File: src/verilog/baud_pkg.sv
// Constants for the baud rate timer, auto-baud measurement and wake-on-break.
// Assumes one system clock (Fosc) and synchronous active-high reset.
// Behaviour
// - Eight-bit divisor by default, sixteen when wide
// - Divisor pair sets period; sync mode ignores speed
// - Base clock Fosc/64, /16 or /4
// - Measurement clock is base clock divided by eight
// - Divisor write clears the baud timer at once
// - Auto-baud enable starts measurement, receiver held idle
// - Count from first rise after start to fifth
// - Fifth rise: keep count, clear enable, set flag
// - Measurement uses full sixteen-bit pair always
// - Measurement count starts at one
// - With wake enabled, measure character after break
// - Counter overflow sets overflow and receive flags
// - Keep counting after overflow; idle low until fifth
// - Early enable clear lets edges act as starts
// - Wake enable holds port idle, watches falling edge
// - Wake event sets receive flag; read clears it
// - Wake enable clears on rising edge after break
// - Nonzero character: first low time is wake event
package baud_pkg;

   // Fosc divide ratios of the base clock, and base ticks per measure tick
   localparam int BASE_DIV_SLOW = 64;
   localparam int BASE_DIV_MID  = 16;
   localparam int BASE_DIV_FAST = 4;
   localparam int MEASURE_RATIO = 8;

   localparam logic [5:0] PRE_LIMIT_SLOW = 6'(BASE_DIV_SLOW - 1);
   localparam logic [5:0] PRE_LIMIT_MID  = 6'(BASE_DIV_MID - 1);
   localparam logic [5:0] PRE_LIMIT_FAST = 6'(BASE_DIV_FAST - 1);
   localparam logic [2:0] MEASURE_LIMIT  = 3'(MEASURE_RATIO - 1);

   // Reset values and measurement constants
   localparam logic [7:0]  DIVISOR_LOW_RST  = 8'h00;
   localparam logic [7:0]  DIVISOR_HIGH_RST = 8'h00;
   localparam logic [15:0] MEASURE_START    = 16'h0001;
   localparam logic [15:0] MEASURE_MAX      = 16'hffff;
   localparam logic [2:0]  RISES_PER_SYNC   = 3'h5;

   // Auto-baud sequencer states
   typedef enum logic [3:0] {
      AB_IDLE  = 4'b0001,
      AB_START = 4'b0010,
      AB_FIRST = 4'b0100,
      AB_COUNT = 4'b1000
   } abd_state_t;

endpackage : baud_pkg

File: src/verilog/prescale_if.sv
// Carries the base-clock selection and the divided rate enables between
// the top block and its prescaler. Same clock domain on both ends.
interface prescale_if;
   logic [1:0] rate_sel;     // {wide, high speed}
   logic       restart;
   logic       base_tick;
   logic       measure_tick;

   modport gen  (input rate_sel, input restart, output base_tick, output measure_tick);
   modport user (output rate_sel, output restart, input base_tick, input measure_tick);
endinterface : prescale_if

File: src/verilog/baud_rate_timer.sv
// Baud rate timer with auto-baud measurement and wake-on-break detect.
// Assumes the receive shifter sits outside and obeys the hold-idle output;
// software bits arrive as one-cycle set/clear pulses on the system clock.
module baud_rate_timer (
   // Clock and reset
   input  wire logic        ref_clk_in,
   input  wire logic        srst_in,
   // Mode bits
   input  wire logic        sync_mode_in,
   input  wire logic        wide_divider_select_in,
   input  wire logic        high_speed_select_in,
   // Divisor register pair access
   input  wire logic        divisor_low_wr_in,
   input  wire logic        divisor_high_wr_in,
   input  wire logic [7:0]  divisor_wdata_in,
   output logic      [7:0]  divisor_low_byte_out,
   output logic      [7:0]  divisor_high_byte_out,
   // Control and status bits
   input  wire logic        autobaud_enable_set_in,
   input  wire logic        autobaud_enable_clr_in,
   output logic             autobaud_enable_out,
   input  wire logic        autobaud_overflow_clr_in,
   output logic             autobaud_overflow_flag_out,
   input  wire logic        wake_on_break_enable_set_in,
   input  wire logic        wake_on_break_enable_clr_in,
   output logic             wake_on_break_enable_out,
   // Receiver side
   input  wire logic        serial_receive_line_in,
   input  wire logic        rx_char_done_in,
   input  wire logic        rx_shifter_idle_in,
   input  wire logic        receive_data_read_in,
   output logic             receive_interrupt_flag_out,
   output logic             receiver_idle_flag_out,
   output logic             receiver_hold_idle_out,
   output logic             rate_tick_out
);
   import baud_pkg::*;

   prescale_if pre ();

   logic        rx_meta;
   logic        rx_sync;
   logic        rx_prev;
   logic        rx_fall;
   logic        rx_rise;
   logic [7:0]  divisor_low;
   logic [7:0]  divisor_high;
   logic [15:0] timer_count;
   logic [15:0] period;
   logic        divisor_write;
   abd_state_t  abd_state;
   abd_state_t  next_abd_state;
   logic [2:0]  rise_count;
   logic        measuring;
   logic        abd_done;
   logic        abd_wrap;
   logic        abd_enable;
   logic        abd_overflow;
   logic        wake_enable;
   logic        wake_low;
   logic        wake_event;
   logic        wake_end;
   logic        rx_flag;
   logic        tick;

   rate_prescaler u_prescaler (
      .ref_clk_in (ref_clk_in),
      .srst_in    (srst_in),
      .pre        (pre.gen)
   );

   // Two-stage synchroniser for the receive pin, then an edge history stage
   always_ff @(posedge ref_clk_in) begin
      if (srst_in) begin
         rx_meta <= 1'b1;
         rx_sync <= 1'b1;
         rx_prev <= 1'b1;
      end else begin
         rx_meta <= serial_receive_line_in;
         rx_sync <= rx_meta;
         rx_prev <= rx_sync;
      end
   end

   assign rx_fall = rx_prev && !rx_sync;
   assign rx_rise = !rx_prev && rx_sync;

   // Sync mode ignores the high-speed bit when picking the prescale
   assign pre.rate_sel = {wide_divider_select_in,
                          high_speed_select_in && !sync_mode_in};
   assign divisor_write = divisor_low_wr_in || divisor_high_wr_in;
   // Realign the prescaler as counting starts so every measure tick keeps one phase
   assign pre.restart   = divisor_write || (abd_state == AB_FIRST && rx_rise);

   // Timer period; the high byte only counts in wide mode
   assign period = wide_divider_select_in ? {divisor_high, divisor_low}
                                          : {8'h00, divisor_low};

   // Free-running baud timer, held clear while the pair is a measurement counter
   always_ff @(posedge ref_clk_in) begin
      if (srst_in || divisor_write || measuring) begin
         timer_count <= 16'h0000;
      end else if (pre.base_tick) begin
         if (timer_count >= period) begin
            timer_count <= 16'h0000;
         end else begin
            timer_count <= timer_count + 16'h0001;
         end
      end
   end

   // One tick per divisor-plus-one base periods
   always_ff @(posedge ref_clk_in) begin
      if (srst_in) begin
         tick <= 1'b0;
      end else begin
         tick <= !divisor_write && !measuring && pre.base_tick
                 && (timer_count >= period);
      end
   end

   assign rate_tick_out = tick;

   // Measurement runs from the first rise after the start bit to the fifth
   assign measuring = (abd_state == AB_COUNT);
   // The first rise opens the window, so the fifth is the fourth seen while counting
   assign abd_done  = measuring && rx_rise && (rise_count == (RISES_PER_SYNC - 3'h2));
   assign abd_wrap  = measuring && pre.measure_tick
                      && ({divisor_high, divisor_low} == MEASURE_MAX);

   // Auto-baud sequencer; waits for the break to end when wake is armed
   always_comb begin
      next_abd_state = abd_state;
      unique case (abd_state)
         AB_IDLE: begin
            if (abd_enable && !wake_enable) begin
               next_abd_state = AB_START;
            end
         end
         AB_START: begin
            if (rx_fall) begin
               next_abd_state = AB_FIRST;
            end
         end
         AB_FIRST: begin
            if (rx_rise) begin
               next_abd_state = AB_COUNT;
            end
         end
         AB_COUNT: begin
            if (abd_done) begin
               next_abd_state = AB_IDLE;
            end
         end
      endcase
      if (!abd_enable) begin
         next_abd_state = AB_IDLE;
      end
   end

   always_ff @(posedge ref_clk_in) begin
      if (srst_in) begin
         abd_state <= AB_IDLE;
      end else begin
         abd_state <= next_abd_state;
      end
   end

   // Rising edges seen since counting began
   always_ff @(posedge ref_clk_in) begin
      if (srst_in || abd_state != AB_COUNT) begin
         rise_count <= 3'h0;
      end else if (rx_rise) begin
         rise_count <= rise_count + 3'h1;
      end
   end

   // Divisor pair: software writes, or the measurement counter in auto-baud
   always_ff @(posedge ref_clk_in) begin
      if (srst_in) begin
         divisor_low  <= DIVISOR_LOW_RST;
         divisor_high <= DIVISOR_HIGH_RST;
      end else if (abd_state == AB_FIRST && rx_rise) begin
         {divisor_high, divisor_low} <= MEASURE_START;
      end else if (measuring) begin
         if (pre.measure_tick) begin   // A tick on the closing edge still counts
            {divisor_high, divisor_low} <= {divisor_high, divisor_low} + 16'h0001;
         end
      end else begin
         if (divisor_low_wr_in) begin
            divisor_low <= divisor_wdata_in;
         end
         if (divisor_high_wr_in) begin
            divisor_high <= divisor_wdata_in;
         end
      end
   end

   assign divisor_low_byte_out  = divisor_low;
   assign divisor_high_byte_out = divisor_high;

   // Auto-baud enable: hardware clears at the fifth rise; a set that lands
   // in the same cycle still wins so a new request is never dropped
   always_ff @(posedge ref_clk_in) begin
      if (srst_in) begin
         abd_enable <= 1'b0;
      end else if (autobaud_enable_set_in) begin
         abd_enable <= 1'b1;
      end else if (autobaud_enable_clr_in || abd_done) begin
         abd_enable <= 1'b0;
      end
   end

   assign autobaud_enable_out = abd_enable;

   // Overflow flag, set wins over the software clear
   always_ff @(posedge ref_clk_in) begin
      if (srst_in) begin
         abd_overflow <= 1'b0;
      end else if (abd_wrap) begin
         abd_overflow <= 1'b1;
      end else if (autobaud_overflow_clr_in) begin
         abd_overflow <= 1'b0;
      end
   end

   assign autobaud_overflow_flag_out = abd_overflow;

   // Wake detect: first fall is the wake event, the next rise ends the break
   assign wake_event = wake_enable && !wake_low && rx_fall;
   assign wake_end   = wake_enable && wake_low && rx_rise;

   always_ff @(posedge ref_clk_in) begin
      if (srst_in) begin
         wake_enable <= 1'b0;
      end else if (wake_on_break_enable_set_in && !sync_mode_in) begin
         wake_enable <= 1'b1;
      end else if (wake_on_break_enable_clr_in || wake_end || sync_mode_in) begin
         wake_enable <= 1'b0;
      end
   end

   always_ff @(posedge ref_clk_in) begin
      if (srst_in || !wake_enable) begin
         wake_low <= 1'b0;
      end else if (wake_event) begin
         wake_low <= 1'b1;
      end
   end

   assign wake_on_break_enable_out = wake_enable;

   // Receive flag; any hardware set beats a data register read
   always_ff @(posedge ref_clk_in) begin
      if (srst_in) begin
         rx_flag <= 1'b0;
      end else if (abd_done || abd_wrap || wake_event) begin
         rx_flag <= 1'b1;
      end else if (rx_char_done_in && !receiver_hold_idle_out) begin
         rx_flag <= 1'b1;
      end else if (receive_data_read_in) begin
         rx_flag <= 1'b0;
      end
   end

   assign receive_interrupt_flag_out = rx_flag;

   // Receiver held idle through measurement and while wake is armed
   assign receiver_hold_idle_out = (abd_state != AB_IDLE) || wake_enable;
   assign receiver_idle_flag_out = rx_shifter_idle_in
                                   && (abd_state == AB_IDLE || abd_state == AB_START);
endmodule : baud_rate_timer

File: src/verilog/rate_prescaler.sv
// Divides the system clock into the baud base-clock enable and the
// measurement enable (one eighth of the base rate).
// Assumes selection is steady while counting; restart realigns both.
module rate_prescaler (
   // Clock and reset
   input  wire logic  ref_clk_in,
   input  wire logic  srst_in,
   // Rate enables
   prescale_if.gen    pre
);
   import baud_pkg::*;

   logic [5:0] pre_count;
   logic [2:0] sub_count;
   logic [5:0] pre_limit;

   // Base divide select: 00 slow, 01/10 mid, 11 fast
   always_comb begin
      unique case (pre.rate_sel)
         2'b00:   pre_limit = PRE_LIMIT_SLOW;
         2'b11:   pre_limit = PRE_LIMIT_FAST;
         default: pre_limit = PRE_LIMIT_MID;
      endcase
   end

   // Fosc cycle counter; restart keeps a new rate from inheriting phase
   always_ff @(posedge ref_clk_in) begin
      if (srst_in || pre.restart || pre.base_tick) begin
         pre_count <= 6'h00;
      end else begin
         pre_count <= pre_count + 6'h01;
      end
   end

   // Base tick counter for the slower measurement enable
   always_ff @(posedge ref_clk_in) begin
      if (srst_in || pre.restart) begin
         sub_count <= 3'h0;
      end else if (pre.base_tick) begin
         sub_count <= sub_count + 3'h1;
      end
   end

   assign pre.base_tick    = (pre_count >= pre_limit);
   assign pre.measure_tick = pre.base_tick && (sub_count == MEASURE_LIMIT);
endmodule : rate_prescaler
File: config.mk
export PLATFORM = sky130hd
export DESIGN_NAME = baud_rate_timer
export DESIGN_NICKNAME = d
export VERILOG_FILES = /design/src/verilog/baud_pkg.sv /design/src/verilog/prescale_if.sv /design/src/verilog/baud_rate_timer.sv /design/src/verilog/rate_prescaler.sv
export SDC_FILE = /design/constraint.sdc
export NUM_CORES = 1
export LEC_CHECK = 0
export BUFFER_PORTS_ARGS = -buffer_cell sky130_fd_sc_hd__buf_2
export CAP_MARGIN = 20
export CELL_PAD_IN_SITES_DETAIL_PLACEMENT = 0
export CELL_PAD_IN_SITES_GLOBAL_PLACEMENT = 1
export CORE_UTILIZATION = 31
export DETAILED_ROUTE_END_ITERATION = 8
export MAX_ROUTING_LAYER = met4
export PLACE_DENSITY_LB_ADDON = 0.1
export SLEW_MARGIN = 40
export SYNTH_ARGS = -nofsm -noshare
export SYNTH_HDL_FRONTEND = slang
export SYNTH_HIERARCHICAL = 1
export SYNTH_SLANG_ARGS = --single-unit
export TNS_END_PERCENT = 50
File: constraint.sdc
create_clock -name ref_clk_in -period 4.5 [get_ports ref_clk_in]
set_input_delay 0.45 -clock ref_clk_in [delete_from_list [all_inputs] [get_ports ref_clk_in]]
set_output_delay 0.45 -clock ref_clk_in [all_outputs]
set_load 0.02 [all_outputs]
==> impl_metrics.json, run 1 <==
{
  "status": "finished, final reports clean",
  "r2r_slack_ps": 1800,
  "required_ps": 4760,
  "leakage_uw": 0.001586,
  "yosysSeqAreaShare": 0.3413,
  "yosys_warnings": 6,
  "synthFlopType": "dfxtp_1",
  "p_comb_frac": 0.100,
  "worst_pin_slew_ps": 761.9,
  "drtPass1Iterations": 4,
  "ir_drop_mv": 0.1050,
  "max_stage_delay_ps": 310,
  "wl_per_cell_um": 15.85,
  "remaining_drc_errors": 0,
  "stdcell_count": 589,
  "routed_via_density": 5.168,
  "start_util": 0.3224,
  "synth-edff-count": 0,
  "crit_path_top_delay_cell": "o21a_1",
  "hold-path-cell-count": 2,
  "io_buffer_count": 46,
  "grt_remaining_overflow": 0,
  "grt_setup_unrepaired": "no",
  "ys_ff_latch": 57,
  "ctsResizeCount": 0,
  "worstRegToRegCells": 10,
  "hp-class": "input pin to flip-flop",
  "grt_pass1_vias": 2932,
  "async_flop_share": 0,
  "postCtsSetupBuffers": 0,
  "vias": 3044,
  "critPathMaxFanout": 8,
  "worst_path_most_repeated_cell": "inv_1",
  "die_y_um": 105.9,
  "p_seq_frac": 0.472,
  "gp_congestion": 0.7953,
  "synth_fp_nets": 452,
  "track_usage": 0.1846,
  "antenna_found_initial": 0,
  "start_kind": "input pin",
  "netlist_area_sq_mm": 0.003343,
  "drtIter0Drc": 150,
  "top_level_ports": 47,
  "hold_viol": 0,
  "final-setup-viol-count": 0,
  "antenna_cells": 0,
  "drt.antenna.violating_nets": 0,
  "drive_above_1_share": 0.1722,
  "worst_setup_path_end_kind": "flip-flop",
  "synth_fa_ha_area_frac": 0.1010,
  "clkSlewWorstSetupHoldPaths_ps": 70,
  "arrival_ps": 3200,
  "cap_violations": 0,
  "clockBufferDepth": 2,
  "hp-start": "sync_mode_in",
  "ys_types": 58,
  "power_density_mw_per_mm2": 292.2,
  "dp_cells": 573,
  "clock.fmax_ghz": 0.3402,
  "post-route-period-util": 0.6531,
  "hold_buffers": 0,
  "critPathTopFamily": "simple AND/OR/NAND/NOR gates",
  "area_delta_synth_final_pct": 16.39,
  "worstPathCellList": "buf_2 > nor2b_1 > or2_2 > ha_1 > o211ai_1 > o21a_1 > inv_1 > and2_1 > inv_1 > nor2_2 > nand4_1 > or2_1 > a41oi_1",
  "n_fill_cell": 1110,
  "drt_wl_total_um": 9333,
  "pwr-share-clk": 0.428,
  "syn_inst": 401,
  "synth-xor-area-share": 0.05240,
  "synth.area.mux_share": 0.03481,
  "regArea_sq_mm": 0.001141,
  "synth_top_family_by_area": "simple AND/OR/NAND/NOR gates",
  "cts-root-buf": "clkbuf_8",
  "r2r-end": "divisor_high_byte_out[0]",
  "power_uw": 1137,
  "grt_pass1_wl_um": 15530,
  "path_buf_inv": 3,
  "holdWs_ps": 281.5,
  "netSwitchingPower_uw": 306.6,
  "synth-simple-area-share": 0.2740,
  "switching_share": 0.2697,
  "grt_max_degree": 31,
  "core_sq_mm": 0.01037,
  "multiInputGateArea_sq_mm": 0.002063,
  "slew-limit-headroom": 0.4906,
  "fin_nets": 499,
  "clock-sinks": 57,
  "avgSynthCellArea_sq_um": 8.337,
  "finClkSkew_ps": 9.115,
  "synth_compound_area_frac": 0.1549,
  "critPathKind": "input pin to flip-flop",
  "fin_crit_ps": 2939,
  "dp_hpwl_um": 6949,
  "num_rows": 37,
  "cts_tree": "built",
  "die-area_sq_mm": 0.01120,
  "fin_util": 0.3752,
  "r2r-start": "u_prescaler/pre_count[2]",
  "holdPathEnd": "wake_on_break_enable_out",
  "cts_buffers": 9,
  "die_w_um": 105.9,
  "tns_ps": 0,
  "drv_slew": 0,
  "clkLatencyLatePin_ps": 340,
  "htree_levels": 3,
  "p_int_uw": 830.3
}
[per-stage QoR]
| step | setup slack, ps | cell area [sq um] |
|---|---|---|
| 4_1_cts | 1552 | 3891 |
| 3_5_place_dp | 1189 | 3695 |
| 3_3_place_gp | 1370 | 3695 |
| 2_1_floorplan | 1716 | 3343 |
| 5_1_grt | 1327 | 3891 |
| 6_report | 1561 | 3891 |
[logic make-up after synthesis]
group,Yosys count
AO/OA/AOI/OAI,78
XOR/XNOR,20
adder cells (fa/ha/maj),27
buffers and inverters,32
flip-flops,57
multiplexers,9
AND/OR/NAND/NOR,178
[power groups by stage]
stage / Combinational [uW] / Clock (uW) / Sequential, uW
after detailed placement: 115 / 0 / 548
after global routing: 128 / 533 / 538
after global placement: 114 / 0 / 549
after floorplan: 61.8 / 0 / 553
after CTS: 115 / 506 / 536
final: 114 / 487 / 537
[Yosys cell counts, types with 6 or more instances]
library cell  count  area (sq um)
dfxtp_1          57          1141
nand2_1          46         172.7
nor2_1           28         105.1
ha_1             27         337.8
nor3_1           27         135.1
a21oi_1          26         130.1
inv_1            20         75.07
nand3_1          14         70.07
and3_1           13         81.33
xnor2_1          11         96.34
xor2_1            9         78.83
nand4_1           8         50.05
a31oi_1           7         43.79
clkbuf_1          7         26.28
o21ai_0           7         35.03
o21ai_1           7         35.03
and2_1            6         37.54
mux2i_1           6         60.06
nand2b_1          6         37.54
[final cells by class]
| cell class | count | area share |
|---|---|---|
| Multi-Input combinational cell | 312 | 0.5302 |
| Timing Repair Buffer | 48 | 0.06302 |
| Tap cell | 136 | 0.04373 |
| Sequential cell | 57 | 0.2932 |
| Inverter | 20 | 0.01929 |
| Clock inverter | 5 | 0.01415 |
| Clock buffer | 11 | 0.03633 |
[worst max-delay path by stage]
stage,startpoint,endpoint,slack [ps],depth (start not counted)
3_5_place_dp,high_speed_select_in,receive_interrupt_flag_out,1190,13
6_report,high_speed_select_in,receive_interrupt_flag_out,1560,13
5_1_grt,high_speed_select_in,receive_interrupt_flag_out,1330,13
4_1_cts,high_speed_select_in,receive_interrupt_flag_out,1550,13
3_3_place_gp,high_speed_select_in,receive_interrupt_flag_out,1370,13
2_1_floorplan,high_speed_select_in,receive_interrupt_flag_out,1720,13
[state kept, by name, summed over array words and instances, names as in the netlist, 3 cells and up]
register and flops:
timer_count 16, divisor_high_byte_out 8, divisor_low_byte_out 8, u_prescaler/pre_count 6, abd_state 4, rise_count 3, u_prescaler/sub_count 3
[per-layer routing]
layer | up-vias | global-route usage | wire length [um]
met1 | 1400 | 0.2455 | 4579
met2 | 84 | 0.2666 | 3949
met3 | 15 | 0.04329 | 621
li1 | 1545 | - | -
met5 | - | - | 0
met4 | 0 | 0.07738 | 182
[cell usage in the layout, fill, tap and decap left out, types with 8 or more instances in the layout]
cell / netlist / final
nand3_1: 14 / 14
buf_2: 3 / 46
and3_1: 13 / 13
nand4_1: 8 / 8
nor3_1: 27 / 27
inv_1: 20 / 20
xor2_1: 9 / 9
nand2_1: 46 / 46
dfxtp_1: 57 / 57
ha_1: 27 / 27
nor2_1: 28 / 28
xnor2_1: 11 / 11
clkbuf_8: 0 / 10
a21oi_1: 26 / 26
Power figures use the tool's default switching activity.
==> run 2: changes to the inputs <==
--- a/config.mk
+++ b/config.mk
@@ -5,6 +5,7 @@
 export SDC_FILE = /design/constraint.sdc
 export NUM_CORES = 1
 export LEC_CHECK = 0
+export ABC_AREA = 1
 export BUFFER_PORTS_ARGS = -buffer_cell sky130_fd_sc_hd__buf_2
 export CAP_MARGIN = 20
 export CELL_PAD_IN_SITES_DETAIL_PLACEMENT = 0
==> constraint.sdc (replaced) <==
create_clock -name ref_clk_in -period 2.4 [get_ports ref_clk_in]
set_input_delay 0.24 -clock ref_clk_in [delete_from_list [all_inputs] [get_ports ref_clk_in]]
set_output_delay 0.24 -clock ref_clk_in [all_outputs]
set_load 0.02 [all_outputs]
==> run 2 against run 1 <==
Compared with the run above:
- final cell count is 24% higher
- core utilization is 2.1 points higher
- sequential power is 85% higher
- register-to-register slack worse by 1400 ps
- non-clock buffer count is 20 higher
- combinational power grew to 2.5 times the previous value
- setup slack worse by 1200 ps
- sequential share of layout area is 3.2 points lower
- die area is 6.8% higher
- final area is 12% higher
- first-iteration DRC count is 2.7% lower
- global-route usage is 0.11 points lower
==> impl_metrics.json, run 2 <==
{
  "worst_pin_slew_ps": 355.4,
  "num_rows": 38,
  "vias": 3383,
  "r2r_slack_ps": 390,
  "grt_max_degree": 17,
  "postCtsSetupBuffers": 0,
  "synth_area_leaders": "dfxtp_1 32%, nand2_1 12%, ha_1 9.5%",
  "p_comb_frac": 0.115,
  "wl_per_cell_um": 13.34,
  "ctsResizeCount": 0,
  "post-route-period-util": 0.8362,
  "drt_wl_total_um": 9711,
  "routed_via_density": 4.647,
  "slew-limit-headroom": 0.7622,
  "drtIter0Drc": 146,
  "die_w_um": 109.4,
  "io_buffer_count": 46,
  "gp_congestion": 0.7833,
  "start_util": 0.3241,
  "cts-root-buf": "clkbuf_16",
  "synth_top_area_share": 0.3192,
  "top_level_ports": 47,
  "syn_inst": 513,
  "arrival_ps": 2210,
  "pwr-share-clk": 0.485,
  "power_uw": 2491,
  "grt_pass1_vias": 3073,
  "grt_remaining_overflow": 0,
  "ys_types": 38,
  "yosysMostFrequentCell": "nand2_1",
  "worstRegToRegCells": 13,
  "drt.antenna.violating_nets": 0,
  "ys_ff_latch": 57,
  "drtPass1Iterations": 4,
  "hp-class": "input pin to flip-flop",
  "dp_cells": 713,
  "layout_commonest_cell": "nand2_1",
  "drive_above_1_share": 0.2024,
  "cap_violations": 0,
  "switching_share": 0.2555,
  "antenna_found_initial": 0,
  "yosys_warnings": 6,
  "remaining_drc_errors": 0,
  "mostFrequentLayoutCells": "112 x nand2_1, 67 x inv_1, 66 x nor2_1",
  "synth_common_cells": "112 x nand2_1, 67 x inv_1, 66 x nor2_1, 57 x dfxtp_1, 36 x a21oi_1",
  "critPathKind": "flip-flop to flip-flop",
  "core_sq_mm": 0.01103,
  "power_density_mw_per_mm2": 569.8,
  "status": "finished, final reports clean",
  "ir_drop_mv": 0.2523,
  "netSwitchingPower_uw": 636.3,
  "largest_reg_flops": 16,
  "start_kind": "flip-flop",
  "grt_setup_unrepaired": "no",
  "hold_viol": 0,
  "dpl-instance-area_sq_mm": 0.004089,
  "netlist_area_sq_mm": 0.003575,
  "htree_levels": 3,
  "synth_fp_nets": 564,
  "p_int_uw": 1854,
  "yosysSeqAreaShare": 0.3192,
  "critPathMaxFanout": 16,
  "clkLatencyLatePin_ps": 330,
  "async_flop_share": 0,
  "track_usage": 0.1835,
  "synth-edff-count": 0,
  "hold-path-cell-count": 2,
  "holdPathEnd": "wake_on_break_enable_out",
  "grt_pass1_wl_um": 15880,
  "dp_hpwl_um": 7720,
  "worst_setup_path_end_kind": "flip-flop",
  "clkSlewWorstSetupHoldPaths_ps": 50,
  "fin_nets": 635,
  "finalInstanceArea_sq_mm": 0.004372,
  "fin_crit_ps": 2007,
  "r2r-start": "divisor_low_byte_out[7]",
  "clock.fmax_ghz": 0.4983,
  "stdcell_count": 728,
  "n_fill_cell": 1266,
  "synthFlopType": "dfxtp_1",
  "hold_buffers": 0,
  "hp-start": "sync_mode_in",
  "final-setup-viol-count": 0,
  "p_seq_frac": 0.400,
  "fin_ws_ps": 393.1,
  "required_ps": 2600,
  "clock-sinks": 57,
  "place_ws_ps": 57.54,
  "die-area_sq_mm": 0.01197,
  "cts_tree": "built",
  "die_y_um": 109.4,
  "drv_slew": 0,
  "synth_area_leader_cell": "dfxtp_1",
  "antenna_cells": 0,
  "cts_buffers": 9,
  "r2r-end": "timer_count[6]",
  "finClkSkew_ps": 9.402,
  "regMostFlops": "timer_count",
  "leakage_uw": 0.002064,
  "avgSynthCellArea_sq_um": 6.968,
  "area_delta_synth_final_pct": 22.30,
  "tns_ps": 0,
  "clockBufferDepth": 2
}
[run 2: changes by cell type after synthesis, sizes merged, moves of 7 or more]
cell   before  now
nor2       29   74
nand3      15   33
mux2i       8    1
and3       13    0
a21oi      27   37
nor3       27   10
nand4       8   15
inv        20   70
o21ai      14   27
nand2      46  123
[run 2: layout make-up]
cell class	instances	area [sq um]	share of cell area
Clock buffer	13	270.3	0.06182
Clock inverter	2	12.51	0.002862
Inverter	70	262.8	0.06010
Multi-Input combinational cell	378	2115	0.4837
Sequential cell	57	1141	0.2610
Tap cell	140	175.2	0.04007
Timing Repair Buffer	68	395.4	0.09044
[run 2: kinds of logic after synthesis]
| family | Yosys count | share of synthesized area |
|---|---|---|
| buf+inv | 78 | 0.08925 |
| fa+ha+maj | 27 | 0.09450 |
| simple gates | 261 | 0.3430 |
| compound gates | 73 | 0.1120 |
| xor+xnor | 16 | 0.03920 |
| flops | 57 | 0.3192 |
| mux | 1 | 0.002800 |
[run 2: power by group through the flow]
stage                     Combinational, uW  Sequential [uW]  Clock, uW
after global placement                  288             1020          0
final                                   287              996       1210
after detailed placement                290             1020          0
after floorplan                         144             1040          0
after global routing                    325              999       1280
after CTS                               291              996       1240
[run 2: layer usage]
metal / track usage / vias to the layer above / share of wire
li1: - / 1800 / -
met1: 0.2571 / 1529 / 0.54
met2: 0.2650 / 47 / 0.42
met3: 0.03201 / 7 / 0.030
met4: 0.06000 / 0 / 0.0084
met5: - / - / 0
[run 2: through the flow]
step           hold WS, ps  utilization
4_1_cts              86.52       0.3963
3_3_place_gp         408.8       0.3707
3_5_place_dp         403.5       0.3707
5_1_grt              86.66       0.3963
6_report             92.26       0.3963
2_1_floorplan        309.1            -
[run 2: how the worst max path moves through the flow]
stage	cells past startpoint	from	to
final	13	divisor_low_byte_out[7]	timer_count[6]
after global routing	13	divisor_low_byte_out[7]	timer_count[6]
after CTS	13	divisor_low_byte_out[7]	timer_count[6]
after detailed placement	16	high_speed_select_in	timer_count[11]
after global placement	16	high_speed_select_in	timer_count[11]
after floorplan	16	high_speed_select_in	timer_count[11]
[run 2: worst max-delay path, stage by stage, from the launching register on]
cell     delay (ps)
dfxtp_1         410
inv_1           130
ha_1            320
nand2_1          60
inv_1            60
nand2_1          70
nor2_1          100
nor2_1           40
nand2_1         120
nand2_1          60
nand2_1          60
nand2_1          70
nand2_2         280
nor2_1           90
==> run 3: changes to the inputs <==
==> constraint.sdc (replaced) <==
create_clock -name ref_clk_in -period 1.9 [get_ports ref_clk_in]
set_input_delay 0.19 -clock ref_clk_in [delete_from_list [all_inputs] [get_ports ref_clk_in]]
set_output_delay 0.19 -clock ref_clk_in [all_outputs]
set_load 0.02 [all_outputs]
==> run 3 against run 2 <==
Compared with the run above:
- via count rose by 2.8%
- critical path depth fell by 1
- routed wire length decreased by 0.90%
- final cell count rose by 3.6%
- sequential power up 26%
- critical path type unchanged
- largest power group unchanged
- highest routed layer unchanged
==> impl_metrics.json, run 3 (synthesized netlist as in run 2, its figures left out) <==
{
  "status": "finished, final reports clean",
  "worst_pin_slew_ps": 305.2,
  "final-setup-viol-count": 0,
  "slew-limit-headroom": 0.7950,
  "fin_nets": 660,
  "start_kind": "flip-flop",
  "required_ps": 2120,
  "clockBufferDepth": 2,
  "critPathTopFamily": "buffers and inverters",
  "place_ws_ps": -324.9,
  "die-area_sq_mm": 0.01197,
  "gp_congestion": 0.7941,
  "hold_viol": 0,
  "cts_buffers": 9,
  "grt_pass1_vias": 3354,
  "drt_wl_total_um": 9624,
  "remaining_drc_errors": 0,
  "p_comb_frac": 0.127,
  "mostFrequentLayoutCells": "111 x nand2_1, 65 x inv_1, 65 x nor2_1",
  "r2r-start": "u_prescaler/pre_count[5]",
  "cts_tree": "built",
  "antenna_found_initial": 0,
  "drt.antenna.violating_nets": 0,
  "ir_drop_mv": 0.2906,
  "p_seq_frac": 0.405,
  "critPathMaxFanout": 5,
  "crit_path_top_delay_cell": "dfxtp_2",
  "antenna_cells": 0,
  "drtIter0Drc": 120,
  "netSwitchingPower_uw": 835.3,
  "cap_violations": 0,
  "crit_start": "u_prescaler/pre_count[5]",
  "dp_hpwl_um": 7704,
  "die_y_um": 109.4,
  "clkSlewWorstSetupHoldPaths_ps": 50,
  "core_sq_mm": 0.01103,
  "grt_pass1_wl_um": 16020,
  "n_fill_cell": 1188,
  "pwr-share-clk": 0.469,
  "p_int_uw": 2257,
  "drv_slew": 0,
  "path_buf_inv": 4,
  "worst_path_most_repeated_cell": "buf_4",
  "area_delta_synth_final_pct": 30.00,
  "power_density_mw_per_mm2": 665.5,
  "r2r_slack_ps": 40,
  "post-route-period-util": 0.9815,
  "cts-root-buf": "clkbuf_16",
  "finClkSkew_ps": 7.185,
  "htree_levels": 3,
  "fin_ws_ps": 35.23,
  "fin_crit_ps": 1865,
  "crit_end": "divisor_low_byte_out[0]",
  "hp-class": "input pin to flip-flop",
  "vias": 3479,
  "clkLatencyLatePin_ps": 330,
  "die_w_um": 109.4,
  "switching_share": 0.2701,
  "holdWs_ps": 53.39,
  "leakage_uw": 0.002245,
  "drtPass1Iterations": 4,
  "worstRegToRegCells": 12,
  "wl_per_cell_um": 12.76,
  "track_usage": 0.1829,
  "grt_setup_unrepaired": "yes",
  "clock.fmax_ghz": 0.5363,
  "grt_remaining_overflow": 0,
  "top_level_ports": 47,
  "num_rows": 38,
  "clock-sinks": 57,
  "routed_via_density": 4.614,
  "grt_max_degree": 17,
  "regMostFlops": "timer_count",
  "largest_reg_flops": 16,
  "start_util": 0.3241,
  "drive_above_1_share": 0.2492,
  "layout_commonest_cell": "nand2_1",
  "cp.depth": 12,
  "worst_setup_path_end_kind": "flip-flop",
  "arrival_ps": 2090,
  "r2r-end": "divisor_low_byte_out[0]",
  "worstPathCellList": "ha_4 > buf_4 > a21oi_4 > a21boi_1 > buf_4 > nand2_2 > nand2_2 > buf_4 > nand2_1 > nand3_1 > nand2_1 > inv_1",
  "max_stage_delay_ps": 340,
  "io_buffer_count": 46,
  "critPathKind": "flip-flop to flip-flop"
}
[run 3: cell count changes in the layout (fill, tap and decap cells not counted), sizes merged]
cell      previous run  this run
buf                 68        93
clkbuf              13        10
clkinv               1         4
clkinvlp             1         2
[run 3: worst min-delay path by stage]
stage	end	startpoint	slack, ps	depth (start not counted)
after floorplan	receive_interrupt_flag_out	srst_in	260	1
after global placement	rx_meta	serial_receive_line_in	380	2
after detailed placement	rx_meta	serial_receive_line_in	380	2
after CTS	rx_meta	serial_receive_line_in	50	2
after global routing	rx_meta	serial_receive_line_in	50	2
final	rx_meta	serial_receive_line_in	50	2
[run 3: worst reg2reg max path, cell delays in order (launching register included)]
cell and delay (ps):
dfxtp_2 340, ha_4 250, buf_4 140, a21oi_4 180, a21boi_1 110, buf_4 150
nand2_2 90, nand2_2 100, buf_4 170, nand2_1 60, nand3_1 70, nand2_1 60
inv_1 40
[run 3: layer usage]
| layer | GRT usage | routed length (um) | vias to the layer above |
|---|---|---|---|
| met1 | 0.2240 | 4662 | 1569 |
| met5 | - | 0 | - |
| met4 | 0.06571 | 119 | 0 |
| met3 | 0.03142 | 367 | 9 |
| met2 | 0.3019 | 4475 | 55 |
| li1 | - | - | 1846 |
[run 3: timing repair]
action,CTS,global route
gates resized for setup,0,19
setup endpoints to repair,0,18
hold buffers,0,0
setup buffers,0,2
[run 3: power by group through the flow]
stage                     Clock (uW)  Combinational, uW  Sequential (uW)
after floorplan                    0                191             1320
after global placement             0                388             1280
after detailed placement           0                391             1280
after CTS                       1500                393             1250
after global routing            1550                443             1250
final                           1450                392             1250
[run 3: final cells by class]
| type | instances | area [sq um] | share of cell area |
|---|---|---|---|
| Sequential cell | 57 | 1144 | 0.2461 |
| Tap cell | 140 | 175.2 | 0.03770 |
| Clock inverter | 6 | 35.03 | 0.007539 |
| Inverter | 70 | 275.3 | 0.05924 |
| Timing Repair Buffer | 93 | 598.1 | 0.1287 |
| Multi-Input combinational cell | 378 | 2191 | 0.4715 |
| Clock buffer | 10 | 229.0 | 0.04927 |
[run 3: per-stage QoR]
step	total power [uW]	TNS (ps)	instances	utilization	instance area, sq um
floorplan	1507	-539.0	513	-	3638
global placement	1666	-6082	736	0.3929	4334
detailed placement	1669	-7041	736	0.3929	4334
CTS	3144	0	752	0.4169	4598
global route	3252	-248.4	754	0.4213	4647
finish	3093	0	754	0.4213	4647
